### config.mk
export PLATFORM = sky130hd
export DESIGN_NAME = partition_tag_top
export DESIGN_NICKNAME = d
export VERILOG_FILES = /design/src/partition_tag_pkg.sv /design/src/id_tag_channel.sv /design/src/partition_tag_top.sv
export SDC_FILE = /design/constraint.sdc
export NUM_CORES = 1
export LEC_CHECK = 0
export ABC_AREA = 1
export BUFFER_PORTS_ARGS = -buffer_cell sky130_fd_sc_hd__buf_2
export CELL_PAD_IN_SITES_DETAIL_PLACEMENT = 1
export CELL_PAD_IN_SITES_GLOBAL_PLACEMENT = 1
export CORE_UTILIZATION = 42
export DETAILED_ROUTE_END_ITERATION = 10
export PLACE_DENSITY = 0.95
export SYNTH_ARGS = -nofsm -noshare
export SYNTH_HDL_FRONTEND = slang
export SYNTH_SLANG_ARGS = --single-unit
### constraint.sdc
create_clock -name i_clk -period 1.95 [get_ports i_clk]
set_input_delay 0.195 -clock i_clk [delete_from_list [all_inputs] [get_ports i_clk]]
set_output_delay 0.195 -clock i_clk [all_outputs]
set_load 0.02 [all_outputs]
### src/partition_tag_pkg.sv
package partition_tag_pkg;

    // ****************************************
    // Register offsets (byte addresses)
    // ****************************************
    localparam logic [7:0] OFF_CAPS = 8'h00;
    localparam logic [7:0] OFF_REDIST_SIZE = 8'h04;
    localparam logic [7:0] OFF_XLAT_SIZE = 8'h08;
    localparam logic [7:0] OFF_REDIST_IDCTL = 8'h0c;
    localparam logic [7:0] OFF_XLAT_IDCTL = 8'h10;
    localparam logic [7:0] OFF_CTRL = 8'h14;
    localparam logic [7:0] OFF_XLAT_REQ = 8'h18;
    localparam logic [7:0] OFF_REDIST_ACTIVE = 8'h1c;
    localparam logic [7:0] OFF_XLAT_ACTIVE = 8'h20;

    // ****************************************
    // Field positions
    // ****************************************
    localparam int CAPS_REDIST_BIT = 0;
    localparam int CAPS_XLAT_BIT = 1;
    localparam int CAPS_AFF_LSB = 8;
    localparam int CTRL_MSG_EN_BIT = 0;
    localparam int CTRL_XLAT_EN_BIT = 1;
    localparam int CTRL_SD_BIT = 2;
    localparam int CTRL_NS_SEL_BIT = 3;

    // ****************************************
    // Capabilities and sizes
    // ****************************************
    localparam logic REDIST_SUPPORT = 1'b1;
    localparam logic XLAT_SUPPORT = 1'b1;
    localparam logic [7:0] SHARED_AFFINITY = 8'h01;
    localparam logic [15:0] PART_MAX = 16'h00ff;
    localparam logic [7:0] GROUP_MAX = 8'h03;

    // ****************************************
    // Types and reset values
    // ****************************************
    typedef struct packed {
        logic [7:0] group;
        logic [15:0] part;
    } id_ctl_t;

    typedef enum logic [2:0] {
        TBL_PENDING = 3'h0,
        TBL_CONFIG = 3'h1,
        TBL_VPENDING = 3'h2,
        TBL_VCONFIG = 3'h3,
        TBL_DEVICE = 3'h4,
        TBL_XLATE = 3'h5,
        TBL_COLLECT = 3'h6,
        TBL_VPROC_CMDQ = 3'h7
    } table_kind_t;

    typedef struct packed {
        table_kind_t kind;
        logic [31:0] addr;
    } mem_req_t;

    typedef struct packed {
        logic valid;
        logic ns;
        id_ctl_t id;
        mem_req_t req;
    } tagged_req_t;

    localparam id_ctl_t ID_CTL_RESET = '{group: 8'h00, part: 16'h0000};
    localparam logic [3:0] CTRL_RESET = 4'h0;
    localparam logic [31:0] XLAT_REQ_RESET = 32'h0000_0000;

endpackage

### src/id_tag_channel.sv
`timescale 1ns/100ps
module id_tag_channel
    import partition_tag_pkg::*;
#(
    parameter logic SUPPORT = 1'b1
) (
    input wire logic i_clk,
    input wire logic i_nrst,
    input wire logic i_ce,
    input wire logic i_ctl_wr,
    input wire id_ctl_t i_ctl_wdata,
    input wire logic i_enable,
    input wire logic i_sd,
    input wire logic i_ns_sel,
    input wire logic i_req_valid,
    input wire mem_req_t i_req,
    output logic o_req_ready,
    output tagged_req_t o_mem,
    input wire logic i_mem_ready,
    output id_ctl_t o_prog,
    output id_ctl_t o_active
);

    // ****************************************
    // Range handling
    // ****************************************
    // Bad partition drops both fields to defaults, bad group only the group
    function automatic id_ctl_t sanitize(input id_ctl_t v);
        id_ctl_t r;
        r = v;
        if (v.part > PART_MAX) begin
            r = ID_CTL_RESET;
        end else if (v.group > GROUP_MAX) begin
            r.group = ID_CTL_RESET.group;
        end
        return r;
    endfunction

    // ****************************************
    // Request stage
    // ****************************************
    wire logic accept = i_req_valid && o_req_ready;
    wire logic drain = o_mem.valid && i_mem_ready;
    wire logic next_valid = accept || (o_mem.valid && !i_mem_ready);
    wire id_ctl_t tag = SUPPORT ? o_active : ID_CTL_RESET;
    wire logic ns = i_sd ? i_ns_sel : 1'b1;

    always_ff @(posedge i_clk) begin
        if (!i_nrst) begin
            o_prog <= ID_CTL_RESET;
            o_active <= ID_CTL_RESET;
            o_mem <= '0;
            o_req_ready <= 1'b1;
        end else if (i_ce) begin
            if (i_ctl_wr) begin
                o_prog <= sanitize(i_ctl_wdata);
            end
            // Whole word copied at once, frozen while the unit runs
            if (!i_enable) begin
                o_active <= o_prog;
            end
            if (accept) begin
                o_mem <= '{valid: 1'b1, ns: ns, id: tag, req: i_req};
            end else if (drain) begin
                o_mem.valid <= 1'b0;
            end
            o_req_ready <= !next_valid;
        end
    end

endmodule

### src/partition_tag_top.sv
// Design decisions made here: the plain strobed port and the register offsets.
`timescale 1ns/100ps

module partition_tag_top
    import partition_tag_pkg::*;
(
    input wire logic i_clk,
    input wire logic i_nrst,
    input wire logic i_ce,
    input wire logic [7:0] i_addr,
    input wire logic [31:0] i_wdata,
    input wire logic i_wr,
    input wire logic i_rd,
    output logic [31:0] o_rdata,
    input wire logic i_redist_req_valid,
    input wire mem_req_t i_redist_req,
    output logic o_redist_req_ready,
    output tagged_req_t o_redist_mem,
    input wire logic i_redist_mem_ready,
    input wire logic i_xlat_req_valid,
    input wire mem_req_t i_xlat_req,
    output logic o_xlat_req_ready,
    output tagged_req_t o_xlat_mem,
    input wire logic i_xlat_mem_ready
);

    // ****************************************
    // Control state
    // ****************************************
    logic [3:0] ctrl;
    logic [31:0] xlat_req_value;
    id_ctl_t redist_prog;
    id_ctl_t redist_active;
    id_ctl_t xlat_prog;
    id_ctl_t xlat_active;

    wire logic message_interrupt_enable = ctrl[CTRL_MSG_EN_BIT];
    wire logic xlat_unit_enable = ctrl[CTRL_XLAT_EN_BIT];
    wire logic security_disable = ctrl[CTRL_SD_BIT];
    wire logic ns_select = ctrl[CTRL_NS_SEL_BIT];

    // ****************************************
    // Write decode
    // ****************************************
    wire logic wr_redist_ctl = i_wr && (i_addr == OFF_REDIST_IDCTL);
    wire logic wr_xlat_ctl = i_wr && (i_addr == OFF_XLAT_IDCTL);
    wire logic wr_ctrl = i_wr && (i_addr == OFF_CTRL);
    wire logic wr_xlat_req = i_wr && (i_addr == OFF_XLAT_REQ) && xlat_unit_enable;
    wire id_ctl_t ctl_wdata = id_ctl_t'(i_wdata[23:0]);

    // ****************************************
    // Read decode
    // ****************************************
    wire logic [31:0] caps_value = {16'h0000, SHARED_AFFINITY, 6'h00, XLAT_SUPPORT, REDIST_SUPPORT};
    wire logic [31:0] size_value = {8'h00, GROUP_MAX, PART_MAX};
    wire logic [31:0] read_value =
        (i_addr == OFF_CAPS) ? caps_value :
        (i_addr == OFF_REDIST_SIZE) ? size_value :
        (i_addr == OFF_XLAT_SIZE) ? size_value :
        (i_addr == OFF_REDIST_IDCTL) ? {8'h00, redist_prog} :
        (i_addr == OFF_XLAT_IDCTL) ? {8'h00, xlat_prog} :
        (i_addr == OFF_CTRL) ? {28'h0000000, ctrl} :
        (i_addr == OFF_XLAT_REQ) ? xlat_req_value :
        (i_addr == OFF_REDIST_ACTIVE) ? {8'h00, redist_active} :
        (i_addr == OFF_XLAT_ACTIVE) ? {8'h00, xlat_active} :
        32'h0000_0000;

    // ****************************************
    // Register file
    // ****************************************
    // With i_ce high, read data stands one cycle only, zero otherwise; i_ce low holds it
    always_ff @(posedge i_clk) begin
        if (!i_nrst) begin
            ctrl <= CTRL_RESET;
            xlat_req_value <= XLAT_REQ_RESET;
            o_rdata <= 32'h0000_0000;
        end else if (i_ce) begin
            if (wr_ctrl) begin
                ctrl <= i_wdata[3:0];
            end
            if (wr_xlat_req) begin
                xlat_req_value <= i_wdata;
            end
            o_rdata <= i_rd ? read_value : 32'h0000_0000;
        end
    end

    // ****************************************
    // Tagging channels
    // ****************************************
    // Redistributor id control is kept private even when the affinity
    // field groups redistributors; sharing would need a system-level path
    id_tag_channel #(
        .SUPPORT(REDIST_SUPPORT)
    ) u_redist (
        .i_clk(i_clk),
        .i_nrst(i_nrst),
        .i_ce(i_ce),
        .i_ctl_wr(wr_redist_ctl),
        .i_ctl_wdata(ctl_wdata),
        .i_enable(message_interrupt_enable),
        .i_sd(security_disable),
        .i_ns_sel(ns_select),
        .i_req_valid(i_redist_req_valid),
        .i_req(i_redist_req),
        .o_req_ready(o_redist_req_ready),
        .o_mem(o_redist_mem),
        .i_mem_ready(i_redist_mem_ready),
        .o_prog(redist_prog),
        .o_active(redist_active)
    );

    // Tags only leave the block; nothing inside is partitioned by them
    id_tag_channel #(
        .SUPPORT(XLAT_SUPPORT)
    ) u_xlat (
        .i_clk(i_clk),
        .i_nrst(i_nrst),
        .i_ce(i_ce),
        .i_ctl_wr(wr_xlat_ctl),
        .i_ctl_wdata(ctl_wdata),
        .i_enable(xlat_unit_enable),
        .i_sd(security_disable),
        .i_ns_sel(ns_select),
        .i_req_valid(i_xlat_req_valid),
        .i_req(i_xlat_req),
        .o_req_ready(o_xlat_req_ready),
        .o_mem(o_xlat_mem),
        .i_mem_ready(i_xlat_mem_ready),
        .o_prog(xlat_prog),
        .o_active(xlat_active)
    );

    wire logic redist_accept = i_ce && i_redist_req_valid && o_redist_req_ready;
    wire logic xlat_accept = i_ce && i_xlat_req_valid && o_xlat_req_ready;
endmodule

==> results.py <==
metrics = {
    "run_status": {
        "run_status": "finished clean",
    },
    "floorplanning": {
        "die_area_mm2": 0.0280,
        "coreArea_mm2": 0.0269,
        "fp-row-count": 60,
        "fp.dieH_um": 167,
        "start_util": 0.427,
        "ioPinCount": 275,
        "die_w_um": 167,
    },
    "pwr": {
        "max-vdd-ir-drop_v": 0.000653,
        "power.static_leakage_nw": 6.37,
        "power_density_mw_per_mm2": 889,
        "finalPower_mw": 13.6,
    },
    "logic_synthesis": {
        "syn_area_mm2": 0.0115,
        "synth_warnings": 0,
        "syn_inst": 1472,
        "yosysSeqAreaShare": 0.502,
        "yosys_register_bits": 288,
        "synth_cell_types": 28,
        "syn_avg_cell_area_um2": 7.80,
        "syn-num-nets": 1591,
    },
    "grt": {
        "grt_max_degree": 80,
        "track_usage": 0.331,
        "grt_pass1_wl_mm": 73.4,
        "overflow": 0,
        "antenna_found_initial": 1,
        "grt_pass1_vias": 12900,
    },
    "cts": {
        "post_cts_resized": 0,
        "post_cts_buffers": 0,
        "cts_tree": "done",
        "numCtsBuffers": 31,
        "path_clk_slew_ns": 0.06,
        "cts_max_level": 1,
        "cts_hold_buf": 102,
        "clockBufferDepth": 3,
        "clockRootBuffer": "clkbuf_16",
        "worstSkewPairLatency_ns": 0.58,
        "clock_sinks": 288,
    },
    "layout": {
        "fin_nets": 1927,
        "drive_above_1_share": 0.239,
        "postLayoutCellArea_mm2": 0.0153,
        "syn_to_final_growth_pct": 32.9,
        "antenna_cells": 0,
        "fill_cells": 3294,
        "stdcell_count": 2170,
    },
    "critical_path": {
        "cpPeakStageDelay_ns": 0.42,
        "cp.buffers_inverters": 2,
        "cp_max_fo": 35,
        "crit_chain": "nand2_1 > inv_2 > buf_4 > nand3_1 > a21oi_1",
        "cp.arrival_ns": 2.13,
        "critPathTopFamily": "buffers and inverters",
        "worstSetupPathType": "flip-flop to flip-flop",
        "end_kind": "flip-flop",
        "cp-start-kind": "flip-flop",
        "cp_slowest_cell": "buf_4",
        "cp.required_ns": 2.41,
    },
    "placed_design": {
        "port_buffers": 274,
        "placed_cell_area_mm2": 0.0132,
        "dp.cells": 2014,
        "hpwl_mm": 28.3,
        "place.gp.congestion": 0.857,
        "dp_worst_setup_slack_ns": 0.154,
    },
    "timing": {
        "maxSlewHeadroom": 0.587,
        "postLayoutSetupSlackWorst_ns": 0.282,
        "fin_crit_sh": 0.855,
        "tightest_slew_ns": 0.619,
        "final_hold_viol_count": 0,
        "skew_ns": 0.0280,
        "rsz0062_at_grt": "false",
        "timing.setup.tns_ns": 0,
        "fmax_ghz": 0.600,
        "period_minus_slack_ns": 1.67,
        "drv_slew": 0,
        "setup_viol": 0,
    },
    "worst_hold_path": {
        "hold_class": "primary input to flip-flop",
    },
    "detailed_routing": {
        "routed_wl_mm": 47.3,
        "wl_per_cell_um": 21.8,
        "avgViaCountPerCell": 5.68,
        "vias": 12300,
        "drtIter0Drc": 1048,
        "antenna_left": 0,
        "drc_errors": 0,
        "firstDrtPassIters": 5,
    },
    "flow_run": {
        "drv_cap": 0,
    },
}
-- metal layers --
metal	global-route usage	vias up	routed length, um	share of wire
met5	0	-	0	0
met3	0.0636	167	3860	0.082
met1	0.395	5945	18600	0.39
met2	0.574	648	22800	0.48
met4	0.153	0	2150	0.045
li1	-	5576	-	-
-- kinds of logic (layout without fill, tap and decap cells) --
group | Yosys count | after routing | synth area share
and+or+nand+nor | 607 | 607 | 0.232
AOI/OAI and AO/OA | 358 | 358 | 0.185
DFF | 288 | 288 | 0.502
buffers and inverters | 219 | 576 | 0.0814
-- Yosys cell counts --
cell type | n | area share
buf_4 | 6 | 0.0039
buf_2 | 29 | 0.013
clkinv_2 | 1 | 0.00044
nand3_4 | 1 | 0.0015
nor2_2 | 3 | 0.0016
buf_6 | 7 | 0.0069
nand3_1 | 187 | 0.082
a21oi_4 | 1 | 0.0014
nand4_1 | 11 | 0.0060
nor3_1 | 24 | 0.010
a21oi_1 | 208 | 0.091
o21ai_0 | 75 | 0.033
nand2_2 | 4 | 0.0022
o21ai_1 | 17 | 0.0074
o211ai_1 | 14 | 0.0092
nor2_4 | 3 | 0.0029
nor2_8 | 1 | 0.0017
nand2_4 | 3 | 0.0029
inv_1 | 96 | 0.031
inv_2 | 11 | 0.0036
nor2_1 | 125 | 0.041
a211oi_2 | 32 | 0.035
clkbuf_1 | 67 | 0.022
nand2_1 | 245 | 0.080
dfxtp_1 | 288 | 0.50
o221ai_1 | 1 | 0.00076
a21oi_2 | 10 | 0.0076
buf_1 | 2 | 0.00065
-- flip-flops by register name (all words and copies together) (netlist names) --
name / flops
u_redist.o_prog: 24
u_redist.o_active: 24
u_xlat.o_mem: 61
u_redist.o_req_ready: 1
u_xlat.o_prog: 24
u_redist.o_mem: 61
u_xlat.o_active: 24
xlat_req_value: 32
ctrl: 4
u_xlat.o_req_ready: 1
o_rdata: 32
-- power by group --
| group | total (mW) | switching, mW | leakage [nW] | internal [mW] |
|---|---|---|---|---|
| Sequential | 6.16 | 0.129 | 2.34 | 6.03 |
| Clock | 6.11 | 2.52 | 0.509 | 3.59 |
| Combinational | 1.30 | 0.820 | 3.52 | 0.477 |
-- through the flow --
step / util / hold WS, ns
after floorplan: - / 0.363
after global placement: 0.491 / 0.438
after detailed placement: 0.491 / 0.452
after CTS: 0.568 / 0.00116
after global routing: 0.568 / 0.0154
final: 0.568 / 0.0163
-- worst reg2reg max path: stages (launching register included) --
cell and delay [ns]:
dfxtp_1 0.35, nand2_1 0.08, inv_2 0.24, buf_4 0.42
nand3_1 0.16, a21oi_1 0.33
-- layout make-up --
cell class	count	area, um^2	area share
repair buffers	414	2820	0.185
multi-input cells	965	4790	0.314
clock buffers	41	893	0.0585
well taps	341	427	0.0280
flip-flops and latches	288	5770	0.378
clock inverters	13	154	0.0101
inverters	108	412	0.0270
-- placed cells by master, fill, tap and decap left out, types with 32 or more instances in the layout --
master         instances
o21ai_0               75
buf_2                273
nand3_1              187
dfxtp_1              288
nor2_1               124
a211oi_2              32
a21oi_1              208
inv_1                 95
nand2_1              243
dlygate4sd3_1        102
-- final timing paths --
kind | start | end | slack (ns) | cells after the start
max | u_redist.o_req_ready | u_redist.o_mem[29] | 0.28 | 5
min | i_rd | o_rdata[28] | 0.02 | 3
max reg2reg | u_redist.o_req_ready | u_redist.o_mem[29] | 0.28 | 5
min reg2reg | u_redist.o_mem[48] | u_redist.o_mem[48] | 0.46 | 2
No activity file was read; power rests on OpenSTA's default activity.
